File: config.mk
export PLATFORM = sky130hd
export DESIGN_NAME = asc_host
export DESIGN_NICKNAME = d
export VERILOG_FILES = /design/src/asc_timer.v /design/src/asc_host.v
export VERILOG_INCLUDE_DIRS = /design/src
export SDC_FILE = /design/constraint.sdc
export NUM_CORES = 1
export LEC_CHECK = 0
export BUFFER_PORTS_ARGS = -buffer_cell sky130_fd_sc_hd__buf_4
export CORE_AREA = 2 2 92 94
export DETAILED_ROUTE_END_ITERATION = 6
export DIE_AREA = 0 0 94 96
export HOLD_SLACK_MARGIN = 0.06
export SLEW_MARGIN = 20
export SYNTH_ARGS = -nofsm -noshare
export SYNTH_HDL_FRONTEND = slang
export SYNTH_SLANG_ARGS = --single-unit
File: constraint.sdc
create_clock -name clock -period 1.72 [get_ports clock]
set_clock_uncertainty 0.05 [all_clocks]
set_input_delay 0.172 -clock clock [delete_from_list [all_inputs] [get_ports clock]]
set_output_delay 0.172 -clock clock [all_outputs]
set_load 0.02 [all_outputs]
File: src/asc_consts.vh
// Constants for the asynchronous byte-wide static RAM host controller
// Assumes a 250 MHz system clock, 4 ns period
`ifndef ASC_CONSTS_VH
`define ASC_CONSTS_VH

// ==========================================
// Geometry
`define ASC_ADDR_W        15
`define ASC_DATA_W        8

// ==========================================
// Timing in ns and clock rate
`define ASC_CLK_PERIOD_NS 4
`define ASC_T_CYCLE_NS    70
`define ASC_T_ACCESS_NS   70
`define ASC_T_WPULSE_NS   40
`define ASC_T_TURN_NS     35
`define ASC_T_RECOV_NS    70

// ==========================================
// Cycle counts, least times rounded up
`define ASC_CYC(ns)       (((ns) + `ASC_CLK_PERIOD_NS - 1) / `ASC_CLK_PERIOD_NS)
`define ASC_ACCESS_CYC    `ASC_CYC(`ASC_T_ACCESS_NS)
`define ASC_WPULSE_CYC    `ASC_CYC(`ASC_T_WPULSE_NS)
`define ASC_TURN_CYC      `ASC_CYC(`ASC_T_TURN_NS)
`define ASC_RECOV_CYC     `ASC_CYC(`ASC_T_RECOV_NS)
`define ASC_CYCLE_CYC     `ASC_CYC(`ASC_T_CYCLE_NS)

`endif

File: src/asc_timer.v
// Down-counter that times each phase of a memory access
// Assumes load and value come from the host sequencer in the same clock domain
`timescale 1ns/1ps

module asc_timer #(
  parameter W = 6
) (
  // Clock and reset
  input  wire         clock,
  input  wire         arst_n,
  // Control
  input  wire         load,
  input  wire [W-1:0] value,
  // Status
  output wire         done
);

  reg [W-1:0] cnt_r;
  reg [W-1:0] cnt_nxt;

  // ==========================================
  // Counter
  always @* begin
    cnt_nxt = cnt_r;
    if (load) begin
      cnt_nxt = value;
    end else if (cnt_r != {W{1'b0}}) begin
      cnt_nxt = cnt_r - {{(W-1){1'b0}}, 1'b1};
    end
  end

  always @(posedge clock or negedge arst_n) begin
    if (!arst_n) begin
      cnt_r <= {W{1'b0}};
    end else begin
      cnt_r <= cnt_nxt;
    end
  end

  assign done = (cnt_r == {W{1'b0}});

endmodule // asc_timer

File: src/asc_host.v
// Host controller driving an asynchronous 32K x 8 static RAM over its pins
// Assumes the RAM pins are wired straight out; data lines resolved outside
// Function
// - Host holds chip select low through each whole read or write.
// - Eight two-way data lines; each side drives only its own direction.
// - Host keeps every don't-care strobe at a valid high or low.
// - Host deasserts chip select before and throughout low-supply retention.
`timescale 1ns/1ps
`include "asc_consts.vh"

module asc_host #(
  parameter ADDR_W = `ASC_ADDR_W,
  parameter DATA_W = `ASC_DATA_W
) (
  // Clock and reset
  input  wire              clock,
  input  wire              arst_n,
  // User request
  input  wire              req_valid,
  output wire              req_ready,
  input  wire              req_write,
  input  wire [ADDR_W-1:0] req_addr,
  input  wire [DATA_W-1:0] req_wdata,
  // User answer
  output reg               rsp_valid,
  output reg  [DATA_W-1:0] rsp_rdata,
  // Retention control
  input  wire              retain_req,
  output wire              retain_ok,
  // Memory pins
  output reg  [ADDR_W-1:0] addr_lines,
  output reg               chip_sel_n,
  output reg               write_n,
  output reg               out_drive_n,
  input  wire [DATA_W-1:0] data_lines_in,
  output reg  [DATA_W-1:0] data_lines_out,
  output reg               data_lines_oe
);

  // ==========================================
  // States
  localparam [2:0] ST_IDLE   = 3'd0;
  localparam [2:0] ST_RD     = 3'd1;
  localparam [2:0] ST_WR     = 3'd2;
  localparam [2:0] ST_TURN   = 3'd3;
  localparam [2:0] ST_RECOV  = 3'd4;
  localparam [2:0] ST_RETAIN = 3'd5;

  // ==========================================
  // Timing counts, cut to the timer width
  localparam integer TW = 6;
  localparam integer ACCESS_N = `ASC_ACCESS_CYC;
  localparam integer WPULSE_N = `ASC_CYCLE_CYC;
  localparam integer TURN_N   = `ASC_TURN_CYC;
  localparam integer RECOV_N  = `ASC_RECOV_CYC;

  localparam [TW-1:0] ACCESS_CYC = ACCESS_N[TW-1:0];
  localparam [TW-1:0] WPULSE_CYC = WPULSE_N[TW-1:0];
  localparam [TW-1:0] TURN_CYC   = TURN_N[TW-1:0];
  localparam [TW-1:0] RECOV_CYC  = RECOV_N[TW-1:0];

  reg [2:0]    st_r;
  reg [2:0]    st_nxt;
  reg          ld;
  reg [TW-1:0] ld_val;
  wire         t_done;
  wire         take;

  // ==========================================
  // Request decode
  function take_fn;
    input [2:0] st;
    input       valid;
    input       retain;
    begin
      take_fn = (st == ST_IDLE) && valid && !retain;
    end
  endfunction

  assign take = take_fn(st_r, req_valid, retain_req);

  asc_timer #(
    .W (TW)
  ) u_timer (
    .clock  (clock),
    .arst_n (arst_n),
    .load   (ld),
    .value  (ld_val),
    .done   (t_done)
  );

  assign req_ready = take_fn(st_r, 1'b1, retain_req);
  assign retain_ok = (st_r == ST_RETAIN);

  // ==========================================
  // Sequencer
  always @* begin
    st_nxt = st_r;
    ld     = 1'b0;
    ld_val = {TW{1'b0}};
    case (st_r)
      ST_IDLE: begin
        if (retain_req) begin
          st_nxt = ST_RETAIN;
        end else if (req_valid) begin
          ld     = 1'b1;
          ld_val = req_write ? WPULSE_CYC : ACCESS_CYC;
          st_nxt = req_write ? ST_WR : ST_RD;
        end
      end
      ST_RD: begin
        if (t_done) begin
          ld     = 1'b1;
          ld_val = TURN_CYC;
          st_nxt = ST_TURN;
        end
      end
      ST_WR: begin
        if (t_done) begin
          ld     = 1'b1;
          ld_val = RECOV_CYC;
          st_nxt = ST_RECOV;
        end
      end
      ST_TURN: begin
        if (t_done) begin
          st_nxt = ST_IDLE;
        end
      end
      ST_RECOV: begin
        if (t_done) begin
          st_nxt = ST_IDLE;
        end
      end
      ST_RETAIN: begin
        if (!retain_req) begin
          st_nxt = ST_IDLE;
        end
      end
      default: begin
        st_nxt = ST_IDLE;
      end
    endcase
  end

  // ==========================================
  // Pin drivers
  always @(posedge clock or negedge arst_n) begin
    if (!arst_n) begin
      st_r           <= ST_IDLE;
      addr_lines     <= {ADDR_W{1'b0}};
      chip_sel_n     <= 1'b1;
      write_n        <= 1'b1;
      out_drive_n    <= 1'b1;
      data_lines_out <= {DATA_W{1'b0}};
      data_lines_oe  <= 1'b0;
      rsp_valid      <= 1'b0;
      rsp_rdata      <= {DATA_W{1'b0}};
    end else begin
      st_r      <= st_nxt;
      rsp_valid <= 1'b0;
      case (st_nxt)
        ST_RD: begin
          chip_sel_n  <= 1'b0;
          write_n     <= 1'b1;
          out_drive_n <= 1'b0;
          data_lines_oe <= 1'b0;
        end
        ST_WR: begin
          chip_sel_n    <= 1'b0;
          write_n       <= 1'b0;
          out_drive_n   <= 1'b1;
          data_lines_oe <= 1'b1;
        end
        ST_RETAIN: begin
          chip_sel_n    <= 1'b1;
          write_n       <= 1'b1;
          out_drive_n   <= 1'b1;
          data_lines_oe <= 1'b0;
        end
        ST_TURN: begin
          chip_sel_n    <= 1'b1;
          write_n       <= 1'b1;
          out_drive_n   <= 1'b1;
          data_lines_oe <= 1'b0;
        end
        default: begin
          chip_sel_n    <= 1'b1;
          write_n       <= 1'b1;
          out_drive_n   <= 1'b1;
          data_lines_oe <= 1'b0;
        end
      endcase
      if (take) begin
        addr_lines     <= req_addr;
        data_lines_out <= req_wdata;
      end
      if (st_r == ST_RD && t_done) begin
        rsp_valid <= 1'b1;
        rsp_rdata <= data_lines_in;
      end
    end
  end

endmodule // asc_host

==> results.md, run 1 <==
* Outcome: completed
* Initial antenna violation count at 0
* # rows at 33
* Detailed Routing Iterations Pass 1 at 4
* Final ANT Viol Nets at 0
* Bufs on Longest Clock Path at 2
* Layout cells sized above 1 at around a third
* Syn Std Cell Area at approximately 2000 sq um
* Synth Area in Compound Gates at approximately 6.7%
* Hold Worst Slack at approximately 0.07 ns
* Chip width at 94 microns
* Hold Fails Final Rpt at 0
* Fin cells at between 400 and 500
* Syn_area_per_cell at 10.0 sq um
* Routed vias at ~1700
* DR WL/cell at between 10 and 15 microns
* Share of the synthesized area in the top cell type at 53.3%
* CTS Root Buffer Type: clkbuf_8
* Die Height at ~96 microns
* Global placement routability congestion at about 0.8
* Antenna Cells at 0
* Overflow after GRT at 0
* Measured slew at the worst slew-check pin at between 0.5 and 0.6 ns
* Synth Area in Adders at under 10%
* Top cells by area, synth: dfrtp_1, nand2_1, mux2_4, dfstp_2, a21oi_1
* Full die area at approximately 9000 sq um
* Fillers at ~800
* Synth-to-layout area growth at 58.7%
* Yosys synthesis warning count at 0
* # H-tree levels at 2
* DP Wirelength at 3370 microns
* Synth cell types at 35
* Worst-Skew Late Latency at approximately 0.29 ns
* Port Buffers at 73
* # IOs at 74
* Syn nets at approximately 240
* Startpoint types: flip-flop
* Synthesized instance count at roughly 200
* Vias in the first global route at around 1700
* Max Freq at around 600 MHz
* Routed WL at 5030 microns
* First-pass GRT wire length at 7950 microns
* CTS tree: built
* RSZ-0062 raised after global routing: yes
* Most frequent cells in the layout: buf_4, nand2_1, dfrtp_1
* Worst vdd ir at 0.000377 V
* Core Area at about 8000 sq um
* Cell taking the most area after synthesis: dfrtp_1
* Critical Setup Path Class: reg2reg
* Initial core utilization at about a quarter
* Synthesis-stage register bit count at 45
* Fraction of the mapped netlist area in simple logic gates at between 20% and 30%
* Setup crit end kind: flip-flop
* Clock Sinks at 45
* Clock transition at the registers of the reported paths at 0.08 ns
* Main combinational cell family by area after synthesis: simple AND/OR/NAND/NOR gates
* Xor/xnor cell area share of the yosys netlist at roughly 1.3%
* Leakage at ~1.6 nW
* Vias per cell at about 4.2
* TritonCTS buffer count at 5
* Most common cell after layout, fill and taps aside: buf_4
* Sequential share of the synthesized area at a little under three fifths
* HP Class: in2reg
* TNS Setup at 0 ns
* Fin crit period at 1.64 ns
* Slew Limit Fails at 0
* Pwr/cell area at roughly 1500 nW/um^2
* Worst Path Required at approximately 1.9 ns
* Setup-failing EPs final at 0
* Overall Global Routing Usage at between 10% and 20%
* NumNets Final at approximately 350
* Dpl cells at about 370
* Ratio of final minimum period to clock period at a little over nine tenths
* Max-slew headroom at between 60% and 70%
* WP data arrival at between 1.5 and 2 ns
* Iter 0 DRT Violations at 47
* Pin count of the biggest net entering global routing at 46
* Multiplexer share of the synthesized area at roughly 6%
* Maximum fanout along the worst path at 9
* Max Cap Viol at 0
* DRC at 0
synth_stat cells:
library cell  instances
nor3_1                2
o31ai_1               1
nand3_4               1
nor3b_1               1
o21ai_0               6
or3b_2                1
a31oi_1               3
buf_4                 3
nor4b_1               1
nor4_2                1
a22oi_1               1
mux2_2                1
nand3_1               5
mux2_4                7
a211o_1               1
buf_2                 1
a21o_1                1
and2_1                3
xnor2_1               2
o211ai_1              2
nand2_1              75
nand3b_1              1
dfrtp_1              42
ha_1                  2
nand2b_1              2
a211oi_1              1
clkbuf_1              6
nor4_1                1
nor4_4                1
dfstp_2               3
a21oi_1               6
buf_6                 1
nor2_1                6
inv_1                 5
xor2_1                1
through the flow:
step / area, sq um / utilization [%] / worst slack, ns / total power, mW
after detailed placement: 2680 / 33.3 / 0.0396 / 3.82
after CTS: 3100 / 38.5 / 0.0256 / 4.61
after floorplan: 1980 / - / 0.0286 / 2.94
final: 3130 / 38.8 / 0.0804 / 4.56
after global placement: 2680 / 33.3 / 0.0811 / 3.77
after global routing: 3130 / 38.8 / -0.0207 / 4.92
timing repair:
item | in CTS | in global routing
resized for setup | 0 | 3
hold endpoints to repair | 73 | 0
hold buffers | 32 | 0
endpoints found under the setup margin | 0 | 9
setup buffers | 0 | 1
where the power goes:
group	leakage (nW)	switching, mW	internal, mW
logic	0.963	1.04	0.974
clock network	0.0542	0.343	0.363
registers	0.558	0.325	1.52
state kept, by name, summed over array words and instances, names as in the netlist:
signal	cells
addr_lines	15
chip_sel_n	1
data_lines_oe	1
data_lines_out	8
out_drive_n	1
rsp_rdata	8
rsp_valid	1
st_r	3
u_timer.cnt_r	6
write_n	1
cell families after synthesis:
| kind of cell | count (synthesis) |
|---|---|
| AO/OA/AOI/OAI | 22 |
| AND/OR/NAND/NOR | 101 |
| buffers and inverters | 16 |
| flip-flops | 45 |
| XOR/XNOR | 3 |
| multiplexers | 8 |
| adder cells (fa/ha/maj) | 2 |
cell type report:
class	count	area, sq um	area share (%)
inverter	5	18.8	0.600
sequential	45	1130	36.1
timing repair buffer	113	953	30.5
multi-input combinational	137	792	25.3
clock buffer	7	96.3	3.08
tap	105	131	4.20
clock inverter	1	5.00	0.160
routing by layer:
metal / routed length (microns) / vias to the layer above / track usage, %
met1: 2140 / 811 / 13.4
li1: - / 865 / -
met2: 2630 / 32 / 20.1
met5: 0 / - / 0
met4: 78 / 0 / 3.38
met3: 173 / 7 / 2.66
critical path, cell delays in order, from the launching register on:
cell,delay [ns]
dfrtp_1,0.49
nor2_1,0.42
nand3_4,0.22
mux2_4,0.34
worst paths after layout:
kind / start / endpoint / slack, ns / cells after the start
hold reg to reg: addr_lines[5] / addr_lines[5] / 0.43 / 2
max in group asynchronous: arst_n / data_lines_out[4] / 0.86 / 2
hold / removal: req_write / data_lines_oe / 0.07 / 3
setup / recovery: st_r[2] / rsp_rdata[1] / 0.08 / 3
min in group asynchronous: arst_n / st_r[0] / 0.37 / 2
setup reg to reg: st_r[2] / rsp_rdata[1] / 0.08 / 3
No activity file was read; power rests on OpenSTA's default activity.
==> run 2, diff against run 1 <==
--- a/config.mk
+++ b/config.mk
@@ -13,2 +13,3 @@
 export HOLD_SLACK_MARGIN = 0.06
+export MAX_ROUTING_LAYER = met4
 export SLEW_MARGIN = 20
==> constraint.sdc (replaced) <==
create_clock -name clock -period 1.72 [get_ports clock]
set_clock_uncertainty 0.05 [all_clocks]
set_input_delay 0.344 -clock clock [delete_from_list [all_inputs] [get_ports clock]]
set_output_delay 0.344 -clock clock [all_outputs]
set_load 0.02 [all_outputs]
==> run 2 against run 1 <==
Against the previous run:
- worst setup slack got worse by 0.052 ns
- routed wire length decreased by 5.5%
- sequential share of layout area increased by 3.8 points
- register-to-register slack about the same
- combinational power decreased by 2%
- die area unchanged
- power increased by 0.32%
- critical path depth decreased by 1
- flip-flop and latch count unchanged
- hold slack improved by 0.12 ns
- critical path type is now reg2out
- largest cell class unchanged
- largest power group unchanged
- highest routed layer unchanged
==> results.md, run 2 (synthesis gave the netlist of run 1 again) <==
* Pwr/cell area at 1610 nW/um^2 (was 1460 nW/um^2)
* Hold Worst Slack at 0.188 ns (was 0.0694 ns)
* Die Height at 96 microns (unchanged)
* Most frequent cells in the layout: buf_4, nand2_1, dfrtp_1 (unchanged)
* Chip width at 94 microns (unchanged)
* CTS Root Buffer Type: clkbuf_8 (unchanged)
* DRC at 0 (unchanged)
* TNS Setup at 0 ns (unchanged)
* Vias in the first global route at 1512 (was 1715)
* WP data arrival at 1.30 ns (was 1.77 ns)
* Fin crit period at 1.69 ns (was 1.64 ns)
* # rows at 33 (unchanged)
* TritonCTS buffer count at 5 (unchanged)
* Most common cell after layout, fill and taps aside: buf_4 (unchanged)
* Worst-Skew Late Latency at 0.29 ns (about the same)
* Maximum fanout along the worst path at 6 (was 9)
* DP Wirelength at 3330 microns (was 3370 microns)
* Core Area at 8050 sq um (unchanged)
* Biggest registers after layout: addr_lines (15), data_lines_out (8), rsp_rdata (8) (unchanged)
* Final ANT Viol Nets at 0 (unchanged)
* Overall Global Routing Usage at 10.8% (was 11.2%)
* Layout cells sized above 1 at 40.4% (was 34.7%)
* Antenna Cells at 0 (unchanged)
* Worst flop-to-flop path startpoint: u_timer.cnt_r[3] (was st_r[2])
* Register-to-register setup slack at 0.08 ns (about the same)
* Hold Fails Final Rpt at 0 (unchanged)
* # IOs at 74 (unchanged)
* Bufs on Longest Clock Path at 2 (unchanged)
* Setup crit end kind: output port (was flip-flop)
* Routed WL at 4750 microns (was 5030 microns)
* Full die area at 9020 sq um (unchanged)
* RR Endpoint: rsp_rdata[0] (was rsp_rdata[1])
* Max-slew headroom at 60.7% (was 61.9%)
* Worst Setup EP: req_ready (was rsp_rdata[1])
* Clock transition at the registers of the reported paths at 0.08 ns (about the same)
* Overflow after GRT at 0 (unchanged)
* Pin count of the biggest net entering global routing at 46 (unchanged)
* Leakage at 1.46 nW (was 1.57 nW)
* Critical Setup Path Class: reg2out (was reg2reg)
* Int Power at 2.88 mW (was 2.85 mW)
* Max reg flops at 15 (unchanged)
* RSZ-0062 raised after global routing: yes (unchanged)
* # H-tree levels at 2 (unchanged)
* CTS tree: built (unchanged)
* Iter 0 DRT Violations at 70 (was 47)
* Startpoint types: flip-flop (unchanged)
* Clock power frac at 17.1% (was 15.5%)
* Max Cap Viol at 0 (unchanged)
* Setup-failing EPs final at 0 (unchanged)
* First-pass GRT wire length at 7420 microns (was 7950 microns)
* Sequential Power Share at 40.1% (was 40.4%)
* Outcome: completed (unchanged)
* Worst Path Required at 1.33 ns (was 1.85 ns)
* Largest reg by FF count: addr_lines (unchanged)
* Global placement routability congestion at 0.820 (was 0.792)
* Measured slew at the worst slew-check pin at 0.589 ns (was 0.572 ns)
* NumNets Final at 318 (was 345)
* Port Buffers at 73 (unchanged)
* Sw power at 1.69 mW (was 1.71 mW)
* Detailed Routing Iterations Pass 1 at 4 (unchanged)
* Initial core utilization at 24.5% (unchanged)
* HP Class: in2reg (unchanged)
* Routed vias at 1621 (was 1715)
* Net Sw Frac at 37.0% (was 37.4%)
* Cells on worst reg2reg path at 4 (was 3)
* Ratio of final minimum period to clock period at 98.3% (was 95.3%)
* Worst vdd ir at 0.000494 V (was 0.000377 V)
* Synth-to-layout area growth at 44.1% (was 58.7%)
* Comb pwr share at 42.9% (was 44.1%)
* Slew Limit Fails at 0 (unchanged)
* DR WL/cell at 12.3 microns (was 12.2 microns)
* Crit path from: st_r[1] (was st_r[2])
* Vias per cell at 4.21 (was 4.15)
* Initial antenna violation count at 0 (unchanged)
* Clock Sinks at 45 (unchanged)
* Max Freq at 591 MHz (was 610 MHz)
## run 2: cell types whose count changed in the layout (fill, tap and decap cells not counted), moves of 2 or more
cell / previous run / this run
dlygate4sd3_1: 32 / 1
clkbuf_8: 7 / 5
buf_4: 79 / 83
dfrtp_2: 0 / 2
dfrtp_1: 42 / 40
## run 2: stage by stage
stage                     util, %  power, mW  worst slack (ns)  cell area, sq um  std cells
final                        35.3       4.58            0.0288              2840        385
after global routing         35.3       4.91           -0.0326              2840        385
after CTS                    34.9       4.62           0.00928              2810        382
after detailed placement     33.4       3.81            0.0465              2690        374
after global placement       33.4       3.77            0.0802              2690        374
after floorplan                 -       2.95            0.0286              1990        197
## run 2: timing repair
action,4_1_cts,5_1_grt
endpoints found under the hold margin,42,0
buffers inserted,0,2
setup endpoints to repair,0,9
gates resized for setup,0,4
hold buffers,1,0
## run 2: area by class of cell
type	count	area, sq um
timing repair buffer	86	664
inverter	5	18.8
multi-input combinational	137	788
fill	822	5210
tap	105	131
clock buffer	5	68.8
sequential	45	1130
clock inverter	2	35.0
## run 2: critical path, cell delays in order, from the launching register on
cell     delay (ns)
dfrtp_2        0.46
nor4_4         0.34
buf_4          0.20
## run 2: how the worst min path moves through the flow
stage | from | end | slack, ns | cells after the start
after floorplan | arst_n | addr_lines[0] | -0.002 | 0
after global placement | arst_n | st_r[0] | 0.34 | 1
after detailed placement | arst_n | st_r[0] | 0.34 | 1
after CTS | req_addr[11] | addr_lines[11] | 0.18 | 3
after global routing | req_wdata[6] | data_lines_out[6] | 0.18 | 3
final | req_addr[2] | addr_lines[2] | 0.19 | 3
## run 2: power groups by stage
stage	combinational [mW]	sequential [mW]	clock (mW)
2_1_floorplan	0.695	2.25	0
3_3_place_gp	1.92	1.85	0
3_5_place_dp	1.95	1.86	0
4_1_cts	1.96	1.84	0.821
5_1_grt	2.14	1.90	0.872
6_report	1.96	1.83	0.782
## run 2: routing by layer
metal | vias up | track usage, % | part of all wire [%]
met2 | 32 | 18.3 | 51
met3 | 5 | 2.43 | 3.5
met5 | - | - | 0
li1 | 808 | - | -
met1 | 776 | 13.2 | 45
met4 | 0 | 2.54 | 0.80
